==> src/ssr_pkg.sv <==
`default_nettype none
package ssr_pkg;
    // Register offsets (byte addresses)
    localparam logic [11:0] ADDR_DATA = 12'h008;
    localparam logic [11:0] ADDR_STATUS = 12'h00c;
    localparam logic [11:0] ADDR_CPSR = 12'h010;
    localparam logic [11:0] ADDR_IMASK = 12'h014;
    localparam logic [11:0] ADDR_RIS = 12'h018;
    localparam logic [11:0] ADDR_MIS = 12'h01c;
    localparam logic [11:0] ADDR_ICR = 12'h020;
    // Status bit positions
    localparam int ST_BUSY = 4;
    localparam int ST_RFF = 3;
    localparam int ST_RNE = 2;
    localparam int ST_TNF = 1;
    localparam int ST_TFE = 0;
    // Interrupt bit positions, shared by mask, raw, masked and clear
    localparam int IRQ_TX = 3;
    localparam int IRQ_RX = 2;
    localparam int IRQ_RT = 1;
    localparam int IRQ_ROR = 0;
    // Field widths, reset values and the minimum prescale divisor
    localparam int DATA_W = 16;
    localparam int CPSR_W = 8;
    localparam int IRQ_W = 4;
    localparam logic [7:0] CPSR_RST = 8'h00;
    localparam logic [3:0] IMASK_RST = 4'h0;
    localparam logic [7:0] CPSR_MIN = 8'h02;
    // Receive timeout, in serial bit periods
    localparam int RX_TIMEOUT_BITS = 32;
endpackage
`default_nettype wire

==> src/ssr_regs.sv <==
`timescale 1ns/1ps
`default_nettype none
module ssr_regs
    import ssr_pkg::*;
#(
    parameter int FIFO_DEPTH = 8
) (
    input wire logic clk_sys_i,
    input wire logic srst_i,
    input wire logic ce_i,
    input wire logic [11:0] reg_addr_i,
    input wire logic [31:0] reg_wdata_i,
    input wire logic reg_wr_i,
    input wire logic reg_rd_i,
    output logic [31:0] reg_rdata_o,
    input wire logic port_enable_i,
    input wire logic [3:0] frame_size_select_i,
    input wire logic [7:0] serial_clock_rate_i,
    input wire logic frame_active_i,
    output logic bit_tick_o,
    output logic tx_valid_o,
    output logic [15:0] tx_data_o,
    input wire logic tx_pop_i,
    input wire logic rx_valid_i,
    input wire logic [15:0] rx_data_i,
    output logic tx_fifo_irq_o,
    output logic rx_fifo_irq_o,
    output logic rx_timeout_irq_o,
    output logic rx_overrun_irq_o
);
    localparam int PW = (FIFO_DEPTH > 1) ? $clog2(FIFO_DEPTH) : 1;
    localparam int CW = $clog2(FIFO_DEPTH + 1);
    localparam int TW = $clog2(RX_TIMEOUT_BITS + 1);
    localparam logic [CW-1:0] CNT_FULL = CW'(FIFO_DEPTH);
    localparam logic [CW-1:0] CNT_HALF = CW'(FIFO_DEPTH / 2);
    localparam logic [TW-1:0] TO_LAST = TW'(RX_TIMEOUT_BITS - 1);
    localparam logic [PW-1:0] PTR_LAST = PW'(FIFO_DEPTH - 1);

    typedef struct packed {
        logic [FIFO_DEPTH-1:0][DATA_W-1:0] tx_mem;
        logic [PW-1:0] tx_wp;
        logic [PW-1:0] tx_rp;
        logic [CW-1:0] tx_cnt;
        logic [FIFO_DEPTH-1:0][DATA_W-1:0] rx_mem;
        logic [PW-1:0] rx_wp;
        logic [PW-1:0] rx_rp;
        logic [CW-1:0] rx_cnt;
        logic [CPSR_W-1:0] cpsr;
        logic [IRQ_W-1:0] imask;
        logic rt_raw;
        logic ror_raw;
        logic [CPSR_W-1:0] pre_cnt;
        logic [7:0] scr_cnt;
        logic [TW-1:0] to_cnt;
        logic tick;
        logic [31:0] rdata;
    } ssr_state_s;

    ssr_state_s state_reg;
    ssr_state_s state_next;

    // Keep-mask of the configured frame width
    logic [DATA_W-1:0] frame_mask;
    genvar gi;
    generate
        for (gi = 0; gi < DATA_W; gi++) begin : g_mask
            assign frame_mask[gi] = (4'(gi) <= frame_size_select_i);
        end
    endgenerate

    logic [IRQ_W-1:0] irq_raw;
    logic [IRQ_W-1:0] irq_masked;
    logic tx_empty;
    logic tx_full;
    logic rx_empty;
    logic rx_full;

    assign tx_empty = (state_reg.tx_cnt == '0);
    assign tx_full = (state_reg.tx_cnt == CNT_FULL);
    assign rx_empty = (state_reg.rx_cnt == '0);
    assign rx_full = (state_reg.rx_cnt == CNT_FULL);

    always_comb begin
        irq_raw = '0;
        irq_raw[IRQ_TX] = (state_reg.tx_cnt <= CNT_HALF);
        irq_raw[IRQ_RX] = (state_reg.rx_cnt >= CNT_HALF);
        irq_raw[IRQ_RT] = state_reg.rt_raw;
        irq_raw[IRQ_ROR] = state_reg.ror_raw;
    end

    assign irq_masked = irq_raw & state_reg.imask;

    always_comb begin
        logic wr_ok;
        logic rd_ok;
        logic tx_push;
        logic tx_pop;
        logic rx_push;
        logic rx_pop;
        logic pre_wrap;
        logic scr_wrap;
        logic tick;
        wr_ok = 1'b0;
        rd_ok = 1'b0;
        tx_push = 1'b0;
        tx_pop = 1'b0;
        rx_push = 1'b0;
        rx_pop = 1'b0;
        pre_wrap = 1'b0;
        scr_wrap = 1'b0;
        tick = 1'b0;
        state_next = state_reg;
        wr_ok = ce_i & reg_wr_i;
        rd_ok = ce_i & reg_rd_i;

        // Transmit FIFO; writes into a full FIFO are dropped
        tx_push = wr_ok && (reg_addr_i == ADDR_DATA) && !tx_full;
        tx_pop = ce_i && tx_pop_i && !tx_empty;
        if (tx_push) begin
            // Upper bits cleared so the shifter never sees them
            state_next.tx_mem[state_reg.tx_wp] = reg_wdata_i[DATA_W-1:0] & frame_mask;
            state_next.tx_wp = (state_reg.tx_wp == PTR_LAST) ? '0 : state_reg.tx_wp + 1'b1;
        end
        if (tx_pop) begin
            state_next.tx_rp = (state_reg.tx_rp == PTR_LAST) ? '0 : state_reg.tx_rp + 1'b1;
        end
        if (tx_push && !tx_pop) begin
            state_next.tx_cnt = state_reg.tx_cnt + 1'b1;
        end else if (tx_pop && !tx_push) begin
            state_next.tx_cnt = state_reg.tx_cnt - 1'b1;
        end

        // Receive FIFO; a pop in the same cycle frees room for the push
        rx_pop = rd_ok && (reg_addr_i == ADDR_DATA) && !rx_empty;
        rx_push = ce_i && rx_valid_i && (!rx_full || rx_pop);
        if (rx_push) begin
            state_next.rx_mem[state_reg.rx_wp] = rx_data_i & frame_mask;
            state_next.rx_wp = (state_reg.rx_wp == PTR_LAST) ? '0 : state_reg.rx_wp + 1'b1;
        end
        if (rx_pop) begin
            state_next.rx_rp = (state_reg.rx_rp == PTR_LAST) ? '0 : state_reg.rx_rp + 1'b1;
        end
        if (rx_push && !rx_pop) begin
            state_next.rx_cnt = state_reg.rx_cnt + 1'b1;
        end else if (rx_pop && !rx_push) begin
            state_next.rx_cnt = state_reg.rx_cnt - 1'b1;
        end

        // Bit-rate divider; a divisor below two stops the clock
        if (ce_i && port_enable_i && (state_reg.cpsr >= CPSR_MIN)) begin
            pre_wrap = (state_reg.pre_cnt >= state_reg.cpsr - 1'b1);
            scr_wrap = (state_reg.scr_cnt >= serial_clock_rate_i);
            state_next.pre_cnt = pre_wrap ? '0 : state_reg.pre_cnt + 1'b1;
            if (pre_wrap) begin
                state_next.scr_cnt = scr_wrap ? '0 : state_reg.scr_cnt + 1'b1;
            end
            tick = pre_wrap & scr_wrap;
        end else if (ce_i) begin
            state_next.pre_cnt = '0;
            state_next.scr_cnt = '0;
        end
        if (ce_i) begin
            state_next.tick = tick;
        end

        // Receive timeout counts bit periods of unread data
        if (ce_i) begin
            if (rx_empty || rx_pop) begin
                state_next.to_cnt = '0;
            end else if (tick) begin
                state_next.to_cnt = (state_reg.to_cnt == TO_LAST) ? '0 : state_reg.to_cnt + 1'b1;
            end
        end

        // Sticky sources: a set in the clearing cycle wins
        if (wr_ok && (reg_addr_i == ADDR_ICR)) begin
            if (reg_wdata_i[IRQ_RT]) begin
                state_next.rt_raw = 1'b0;
            end
            if (reg_wdata_i[IRQ_ROR]) begin
                state_next.ror_raw = 1'b0;
            end
        end
        if (ce_i && !rx_empty && !rx_pop && tick && (state_reg.to_cnt == TO_LAST)) begin
            state_next.rt_raw = 1'b1;
        end
        if (ce_i && rx_valid_i && rx_full && !rx_pop) begin
            state_next.ror_raw = 1'b1;
        end

        // Writable registers; status and interrupt status ignore writes
        if (wr_ok && (reg_addr_i == ADDR_CPSR)) begin
            state_next.cpsr = {reg_wdata_i[CPSR_W-1:1], 1'b0};
        end
        if (wr_ok && (reg_addr_i == ADDR_IMASK)) begin
            state_next.imask = reg_wdata_i[IRQ_W-1:0];
        end

        // Read data stands in the cycle after the strobe only
        // Read data is state too, so it holds while ce_i is low
        if (ce_i) begin
            state_next.rdata = '0;
        end
        if (rd_ok) begin
            case (reg_addr_i)
                ADDR_DATA: begin
                    if (!rx_empty) begin
                        state_next.rdata[DATA_W-1:0] = state_reg.rx_mem[state_reg.rx_rp];
                    end
                end
                ADDR_STATUS: begin
                    state_next.rdata[ST_BUSY] = frame_active_i | !tx_empty;
                    state_next.rdata[ST_RFF] = rx_full;
                    state_next.rdata[ST_RNE] = !rx_empty;
                    state_next.rdata[ST_TNF] = !tx_full;
                    state_next.rdata[ST_TFE] = tx_empty;
                end
                ADDR_CPSR: begin
                    state_next.rdata[CPSR_W-1:0] = state_reg.cpsr;
                end
                ADDR_IMASK: begin
                    state_next.rdata[IRQ_W-1:0] = state_reg.imask;
                end
                ADDR_RIS: begin
                    state_next.rdata[IRQ_W-1:0] = irq_raw;
                end
                ADDR_MIS: begin
                    state_next.rdata[IRQ_W-1:0] = irq_masked;
                end
                default: begin
                    state_next.rdata = '0;
                end
            endcase
        end
    end

    always_ff @(posedge clk_sys_i) begin
        if (srst_i) begin
            state_reg <= '0;
            state_reg.cpsr <= CPSR_RST;
            state_reg.imask <= IMASK_RST;
        end else begin
            state_reg <= state_next;
        end
    end

    assign reg_rdata_o = state_reg.rdata;
    assign bit_tick_o = state_reg.tick;
    assign tx_valid_o = !tx_empty;
    assign tx_data_o = state_reg.tx_mem[state_reg.tx_rp];
    assign tx_fifo_irq_o = irq_masked[IRQ_TX];
    assign rx_fifo_irq_o = irq_masked[IRQ_RX];
    assign rx_timeout_irq_o = irq_masked[IRQ_RT];
    assign rx_overrun_irq_o = irq_masked[IRQ_ROR];
endmodule // ssr_regs
`default_nettype wire

==> config.mk <==
export PLATFORM = sky130hd
export DESIGN_NAME = ssr_regs
export DESIGN_NICKNAME = d
export VERILOG_FILES = /design/src/ssr_pkg.sv /design/src/ssr_regs.sv
export SDC_FILE = /design/constraint.sdc
export NUM_CORES = 1
export LEC_CHECK = 0
export BUFFER_PORTS_ARGS = -buffer_cell sky130_fd_sc_hd__buf_4
export CORE_AREA = 2 2 200 153
export CTS_CLUSTER_DIAMETER = 150
export DETAILED_ROUTE_END_ITERATION = 6
export DIE_AREA = 0 0 202 155
export GPL_TIMING_DRIVEN = 0
export PLACE_DENSITY = 0.76
export SLEW_MARGIN = 20
export SYNTH_ARGS = -nofsm -noshare
export SYNTH_HDL_FRONTEND = slang
export SYNTH_SLANG_ARGS = --single-unit
==> constraint.sdc <==
create_clock -name clk_sys_i -period 3.1 [get_ports clk_sys_i]
set_input_delay 0.465 -clock clk_sys_i [delete_from_list [all_inputs] [get_ports clk_sys_i]]
set_output_delay 0.465 -clock clk_sys_i [all_outputs]
set_load 0.05 [all_outputs]
* Word level (Yosys, flattened, before mapping) *
Cells that the tools add are included.

operators by class
  $add $sub $neg = 12
  $mul = 0
  divide/modulo/power cells = 0
  $lt $le $gt $ge = 27
  equal/unequal tests = 15
  shift operators = 0
  muxes and demuxes = 40
  bitwise gates (word level) = 7
  reduce and logical (&&, ||, !) cells = 53

operators with widths
  cell                   number
  $bwmux W128            2
  $mux W16               8
  $bmux W16 S3           2
  $demux W16 S3          2
  $mux W32               2
  $eq A12 B5 Y1 const B  4
  $and A16 B16 Y16       2
  $le A4 B4 Y1 const A   8
  $logic_and A1 B1 Y1    25
  $eq A12 B4 Y1 const B  2
  $mux W8                3
  $pmux W4 S6            1
  $mux W6                3
  $add A8 B1 Y8 const B  2
  $ge A8 B8 Y1           2
  $le A3 B4 Y1 const A   4
  $lt A3 B4 Y1 const B   4
  $mux W4                4
  $pmux W8 S2            1
  $reduce_bool A2 Y1     8
  $add A3 B1 Y3 const B  4
  $eq A12 B6 Y1 const B  1
  $eq A3 B3 Y1 const B   4
  $mux W3                4
  28 further kinds       52

word-level totals
  register bits = 344
  latch bits = 0
  memory bits (writable) = 0
  bits in read-only memories = 0
  input port bits = 81
  output and inout bits = 54
  logic and storage cells = 185
  memories kept = 0

* Logic depth before layout (Yosys ltp) *
Gate-level depths: netlist of run 1.

  depth after elaboration = 9
  gate-level depth with buffers = 14
  gate-level depth less buffers = 13

* Least setup slack after synthesis of run 1 *
Ideal clock, no wire load.

  kind = input port to flip-flop
  from = in reg_addr_i[1]
  to = reg state_reg[72] (netlist bit)
  library setup time = 70 ps
  data arrival time = 3,171 ps
  data required time = 3,030 ps
  slack = -141 ps
  stages on the path = 13
  cell sequence = or4_4 nor3_4 nand2_1 nor2_1 inv_1 ha_1 inv_1 ha_1 a21o_1 a21oi_1 xnor2_1 or3_1 a21oi_1

on the way
  cells in the longest elaborated chain, start to end = 8
  elaborated cells on any way between the ends = 11
  classes of those cells = eq/ne: 1; mux: 1; reduce/logical: 9

RTL lines
  what                                 RTL line         text
  start, declared                      ssr_regs.sv:11   input wire logic [11:0] reg_addr_i,
  $eq A12 B4 Y1 *                      ssr_regs.sv:134  rx_pop = rd_ok && (reg_addr_i == ADDR_DATA) && !rx_empty;
  $logic_and A1 B1 Y1 * (2 in series)  ssr_regs.sv:134
  $logic_or A1 B1 Y1                   ssr_regs.sv:135  rx_push = ce_i && rx_valid_i && (!rx_full || rx_pop);
  $logic_and A1 B1 Y1                  ssr_regs.sv:135
  $logic_not A1 Y1                     ssr_regs.sv:145  end else if (rx_pop && !rx_push) begin
  $logic_and A1 B1 Y1                  ssr_regs.sv:145
  $reduce_bool A2 Y1 (no line)         n/a
  end signal, assigned                 ssr_regs.sv:243  state_reg <= state_next;
  end, declared                        ssr_regs.sv:59   ssr_state_s state_reg;

Mark *: on every way between the ends. The rest lies on a longest branch, timed or not.
A chain may end at the register's enable or synchronous reset.

* Final worst setup path of run 1 *
  from = reg state_reg[211] (netlist bit)
  to = out tx_data_o[14]

on the way
  cells in the longest elaborated chain, start to end = 2

RTL lines
  what                            RTL line         text
  $bmux W16 S3                    ssr_regs.sv:250  assign tx_data_o = state_reg.tx_mem[state_reg.tx_rp];
  $mux W16 (not written as such)  ssr_regs.sv:250
  end, declared                   ssr_regs.sv:22   output logic [15:0] tx_data_o,

No other way between the ends. The select of a mux whose other input is x is not followed.

==> results.md, run 1 <==
* Global Route met2 Usage at 0.440
* HPWL Detailed at roughly 32000 microns
* Leak at 0.00715 uW
* Post-synthesis sequential area ratio at 0.439
* P_int at approximately 7300 uW
* Max reg flops at 309
* CTS tree: yes
* Dpl cell area at 17100 sq um
* Layout Nets at 1886
* Syn Nets at 1733
* Antenna Violating Nets Remaining at 0
* First-pass GRT wire length at 69600 microns
* FP Rows at 55
* M3 GR Usage at 0.0522
* Reg-to-reg slack, setup at about 140 ps
* Synthesized area per cell at 9.71 sq um
* Core ar. at 29500 sq um
* Sw Share at 0.227
* Combinational share of power at 0.054
* Synthesized area at 15700 sq um
* Die width at 202 microns
* Fraction of registers with async set or reset after synthesis at 0
* Req. time, crit path at approximately 2600 ps
* Syn Inst Count at 1616
* WL final at 44500 microns
* I/O Pins at about 140
* Critical path type: flip-flop to output pin
* Pre-CTS setup slack at -421 ps
* CP Launch Type: flip-flop
* Hold Buf Count CTS at 0
* TNS Setup at 0 ps
* Vias in the first global route at 12533
* H-tree levels at 2
* Antenna violations before repair at 2
* Gr ovfl total at 0
* Seq pwr share at 0.474
* Drt via density at 5.93
* Post-synth top area share at 0.439
* WL per Instance at 20.3 microns
* #FFs+latches synth at 344
* RePlAce Congestion at ~1
* Setup ws final at between 100 and 150 ps
* Clk_skew at roughly 19 ps
* Root buffer cell: clkbuf_16
* Die height at between 150 and 200 microns
* Post-synth EDFFs at 0
* Max-cap violations at 0
* Max clock buf depth at 3
* Top post-synthesis cells by area: dfxtp_1 44%, mux2i_1 9.4%, mux4_2 9.2%
* Tcrit/Tclk final at 0.957
* Final Critical Period at 2970 ps
* Worst slew pin tran at 1040 ps
* Met1 Resource Use GR at 0.395
* Worst-path clk slew at 60 ps
* Initial core utilization at 0.531
* 1st-iter DRT viols at 1339
* Dpl cells at 2128
* Crit path max fanout at 10
* RSZ-0062 raised after global routing: false
* Final setup viols at 0
* Clk_lat worst skew at 530 ps
* VDD IR-drop max at 469 uV
* HP Class: input port to flip-flop
* IO buf count at between 100 and 150
* Total GRT Usage at 0.282
* Clock power share at 0.472
* Largest net degree at the start of global routing at 16
* Synth area leader: dfxtp_1
* Share of layout cells above drive strength 1 at 0.208
* Rel. slew slack at 0.304
* Slew Viols, Final at 0
* Worst setup EP type: output pin
* Arrival time worst endpoint at 2500 ps
* # DRC at 0
* Clock Sinks at 344
* Pwr dens at 513 nW/um^2
* Status: finished, final reports clean
* Die Area at 31300 sq um
* Final instance area at 18300 sq um
* Post-synth cell types at 66
* Final Hold Vio Count at 0
* Main flop type after synthesis: dfxtp_1
* Initial DRT Pass Iterations at 6
* Post-Layout Cell Count at 2192
* Busiest grt layer: met2
* Total vias in the final route at 12988
* Final core utilization at 0.621
* P_sw at ~2100 uW
* CTS buffer count at 35
* YS warnings at 0
* Area Overhead vs Synth at 17.0%
* Achievable Freq at 337 MHz
## worst max-delay path, cell delays in order, from the launching register on
cell and delay [ps]:
dfxtp_1 330, clkbuf_2 250, buf_4 310, mux4_2 570
mux2_2 320, buf_4 200
## cell type report
cell class,count,area (sq um)
antenna,2,5.00
timing repair buffer,117,878
sequential,344,6890
tap,399,499
buffer,160,827
clock inverter,10,159
multi-input combinational,1093,7980
inverter,18,67.6
clock buffer,49,1040
fill,2433,11200
## metrics by stage
stage | power, uW | hold WS (ps)
6_report | 9420 | 197
4_1_cts | 9440 | 185
2_1_floorplan | 4830 | 426
3_5_place_dp | 5040 | 445
3_3_place_gp | 5030 | 440
5_1_grt | 9660 | 212
## placed cells by master (no fill, tap or decap), drive strengths merged, types with 7 or more instances in the layout
cell    count
a21oi      63
a311oi      7
a31oi      10
and2       27
and3        8
buf       190
clkbuf    136
dfxtp     344
ha         34
inv        18
mux2       16
mux2i     147
mux4       64
nand2     106
nand3     141
nand3b     10
nand4       7
nor2      184
nor2b      10
nor3       13
nor3b       8
o21ai     146
or3        12
xnor2       8
## power groups by stage
stage                     registers, uW  clock network [uW]  logic [uW]
after global routing               4460                4660         542
after global placement             4560                   0         476
final                              4460                4450         508
after floorplan                    4550                   0         279
after detailed placement           4560                   0         485
after CTS                          4460                4490         491
## logic make-up (layout without fill, tap and decap cells)
kind of cell               Yosys count  after routing  share of synthesized area
and+or+nand+nor                    557            557                      0.174
AOI/OAI and AO/OA                  262            262                     0.0980
DFF                                344            344                      0.439
adders and majority gates           36             36                     0.0297
xor gates and xnor gates            11             11                    0.00614
muxes                              227            227                      0.197
buffers and inverters              179            354                     0.0558
other                                0              2                          0
## cells in the mapped netlist, drive strengths merged, types with 2 or more instances
cell type,count
or2,6
nand3b,10
mux2,16
nand2,106
inv,18
or3,12
o221ai,2
o21a,3
a22oi,3
nor2,184
mux2i,147
nor3,13
o2bb2ai,3
and2,27
a22o,3
ha,34
fa,2
a311oi,7
nand3,141
xnor2,8
a31oi,10
nor4,3
nand4b,2
nor2b,10
a32oi,2
nor3b,8
nand4,7
dfxtp,344
o211a,2
or4,6
a21o,6
o211ai,4
nand2b,5
or4b,3
clkbuf,88
and4,4
o21ai,146
mux4,64
a21oi,63
xor2,3
buf,73
and3,8
## path summary, 6_finish.rpt
path | start | endpoint | cells after the start
worst max-delay path | state_reg[211]$_SDFFE_PP0P_ | tx_data_o[14] | 5
worst min-delay path | reg_wdata_i[7] | state_reg[68]$_SDFFE_PP0P_ | 3
worst max register to register | state_reg[74]$_SDFFE_PP0P_ | reg_rdata_o[6]$_SDFF_PP0_ | 7
worst min register to register | state_reg[157]$_SDFFE_PP0P_ | state_reg[157]$_SDFFE_PP0P_ | 2
## per-layer routing
metal | vias to the layer above | wire length [microns]
met1 | 6238 | 19200
met2 | 639 | 19700
met4 | 0 | 1290
li1 | 6016 | -
met3 | 95 | 4260
met5 | - | 0
## repair_timing
action | 4_1_cts | 5_1_grt
setup buffers | 0 | 4
gates resized for setup | 15 | 13
pin swaps | 0 | 2
setup endpoints to repair | 18 | 26
(Power assumes the default switching activity.)
==> run 2: changes to the inputs <==
==> constraint.sdc (replaced) <==
create_clock -name clk_sys_i -period 3.1 [get_ports clk_sys_i]
set_input_delay 0 -clock clk_sys_i [delete_from_list [all_inputs] [get_ports clk_sys_i]]
set_output_delay 0 -clock clk_sys_i [all_outputs]
set_load 0.05 [all_outputs]
==> results.md, run 2 (synthesis results as in run 1) <==
* Status: finished, final reports clean (unchanged)
* RePlAce Congestion at 0.980 (was 1.01)
* Rel. slew slack at 0.310 (was 0.304)
* Sw Share at 0.234 (was 0.227)
* Seq pwr share at 0.488 (was 0.474)
* Die width at 202 microns (unchanged)
* M3 GR Usage at 0.0620 (was 0.0522)
* Core ar. at 29500 sq um (unchanged)
* P_int at 7000 uW (was 7280 uW)
* Final setup viols at 0 (unchanged)
* Pwr dens at 494 nW/um^2 (was 513 nW/um^2)
* CTS buffer count at 35 (unchanged)
* Initial DRT Pass Iterations at 6 (unchanged)
* Total GRT Usage at 0.283 (was 0.282)
* FP Rows at 55 (unchanged)
* Reg2reg start: state_reg[74]$_SDFFE_PP0P_ (unchanged)
* Root buffer cell: clkbuf_16 (unchanged)
* Pre-CTS setup slack at -233 ps (was -421 ps)
* VDD IR-drop max at 449 uV (was 469 uV)
* WL per Instance at 20.0 microns (was 20.3 microns)
* Slowest CP cell: clkbuf_1 (was mux4_2)
* Critical path startpoint: state_reg[74]$_SDFFE_PP0P_ (was state_reg[211]$_SDFFE_PP0P_)
* Final Critical Period at 2980 ps (was 2970 ps)
* Global Route met2 Usage at 0.450 (was 0.440)
* Initial core utilization at 0.531 (unchanged)
* Antenna Cells at 0 (was 2)
* Total vias in the final route at 13056 (was 12988)
* Fill cells at 2367 (was 2433)
* HP Class: input port to flip-flop (unchanged)
* TNS Setup at 0 ps (unchanged)
* CP Launch Type: flip-flop (unchanged)
* Busiest grt layer: met2 (unchanged)
* RSZ-0062 raised after global routing: false (unchanged)
* Crit-path max cell delay at 650 ps (was 570 ps)
* Cell-by-cell trace of the critical path: clkbuf_1 > clkbuf_1 > clkbuf_1 > mux4_2 > mux2i_1 > o21ai_0 (was clkbuf_2 > buf_4 > mux4_2 > mux2_2 > buf_4)
* H-tree levels at 2 (unchanged)
* First-pass GRT wire length at 69500 microns (was 69600 microns)
* Tcrit/Tclk final at 0.960 (was 0.957)
* Clock Sinks at 344 (unchanged)
* Gr ovfl total at 0 (unchanged)
* # DRC at 0 (unchanged)
* Final core utilization at 0.626 (was 0.621)
* Die Area at 31300 sq um (unchanged)
* Register area at 6890 sq um (about the same)
* Req. time, crit path at 3500 ps (was 2630 ps)
* Max clock buf depth at 3 (unchanged)
* Antenna Violating Nets Remaining at 0 (unchanged)
* CTS tree: yes (unchanged)
* Largest net degree at the start of global routing at 15 (was 16)
* Crit path max fanout at 10 (unchanged)
* Met1 Resource Use GR at 0.379 (was 0.395)
* Clock power share at 0.452 (was 0.472)
* 1st-iter DRT viols at 1131 (was 1339)
* Die height at 155 microns (unchanged)
* HPWL Detailed at 32000 microns (was 31700 microns)
* WL final at 44400 microns (was 44500 microns)
* Leak at 0.00719 uW (was 0.00715 uW)
* Drt via density at 5.89 (was 5.93)
* Worst-path clk slew at 60 ps (about the same)
* I/O Pins at 135 (unchanged)
* Most common cell after layout, fill and taps aside: dfxtp_1 (unchanged)
* Achievable Freq at 336 MHz (was 337 MHz)
* Area Overhead vs Synth at 17.8% (was 17.0%)
* Max reg flops at 309 (unchanged)
* Worst setup EP type: flip-flop (was output pin)
* Crit path top cell by count: clkbuf_1 (was buf_4)
* IO buf count at 113 (unchanged)
* Combinational share of power at 0.059 (was 0.054)
* Most frequent cells in the layout: 343 x dfxtp_1, 184 x nor2_1, 153 x buf_4 (was 344 x dfxtp_1, 181 x nor2_1, 155 x buf_4)
* Layout Nets at 1912 (was 1886)
* Multi-input gate area at 7960 sq um (was 7980 sq um)
* Critical path type: flip-flop to flip-flop (was flip-flop to output pin)
* Clk_lat worst skew at 530 ps (about the same)
* Antenna violations before repair at 1 (was 2)
* Power Total at 9140 uW (was 9420 uW)
* Vias in the first global route at 12788 (was 12533)
* P_sw at 2140 uW (about the same)
* Arrival time worst endpoint at 3380 ps (was 2500 ps)
* Share of layout cells above drive strength 1 at 0.199 (was 0.208)
* Max-cap violations at 0 (unchanged)
* Clk_skew at 21.8 ps (was 18.5 ps)
* Hold path start: reg_wdata_i[0] (was reg_wdata_i[7])
* Setup ws final at 123 ps (was 133 ps)
* Final Hold Vio Count at 0 (unchanged)
* Worst slew pin tran at 1030 ps (was 1040 ps)
* Slew Viols, Final at 0 (unchanged)
run 2: cell count changes in the layout (fill, tap and decap cells not counted), moves of 3 or more:
cell | previous run | this run
dlygate4sd3_1 | 0 | 25
clkbuf_1 | 86 | 92
bufinv_16 | 4 | 1
clkbuf_2 | 6 | 3
nor2_1 | 181 | 184
nor2_2 | 3 | 0
run 2: timing repair:
action / in CTS / in global routing
hold buffers: 24 / 1
gates resized for setup: 7 / 17
setup endpoints to repair: 22 / 30
hold endpoints to repair: 61 / 3
pin swaps: 0 / 0
cloned: 0 / 0
setup buffers: 0 / 4
run 2: worst max-delay path, delay by kind of cell, from the launching register on:
family	cells	cell delay, ps
flops	1	350
compound gates	1	140
mux	2	680
buf+inv	3	1660
run 2: layout make-up:
class                   count  area share
repair buffers            143      0.0614
clock inverters             8     0.00467
multi-input cells        1093       0.431
inverters                  18     0.00366
flip-flops and latches    344       0.373
well taps                 399      0.0270
plain buffers             160      0.0446
clock buffers              50      0.0549
run 2: path summary, 6_finish.rpt:
| path | to | slack (ps) | cells past startpoint |
|---|---|---|---|
| setup / recovery | reg_rdata_o[12]$_SDFF_PP0_ | 120 | 6 |
| hold reg to reg | reg_rdata_o[13]$_SDFF_PP0_ | 450 | 2 |
| setup reg to reg | reg_rdata_o[12]$_SDFF_PP0_ | 120 | 6 |
| hold / removal | state_reg[233]$_SDFFE_PP0P_ | 40 | 3 |
run 2: per-layer routing:
metal | vias up | wire length (microns)
li1 | 6069 | -
met1 | 6296 | 19000
met2 | 582 | 19700
met3 | 107 | 4070
met4 | 2 | 1570
met5 | - | 12
run 2: power groups by stage:
| stage | Clock, uW | Combinational, uW | Sequential [uW] |
|---|---|---|---|
| finish | 4130 | 543 | 4460 |
| global placement | 0 | 470 | 4560 |
| global route | 4330 | 577 | 4460 |
| CTS | 4170 | 511 | 4460 |
| detailed placement | 0 | 482 | 4560 |
| floorplan | 0 | 272 | 4550 |
run 2: metrics by stage:
stage | cell area (sq um) | hold slack, ps | cells
2_1_floorplan | 15700 | 140 | 1616
3_3_place_gp | 17000 | 284 | 2128
3_5_place_dp | 17000 | 277 | 2129
4_1_cts | 18400 | 7.92 | 2210
5_1_grt | 18500 | 49.4 | 2215
6_report | 18500 | 36.2 | 2215
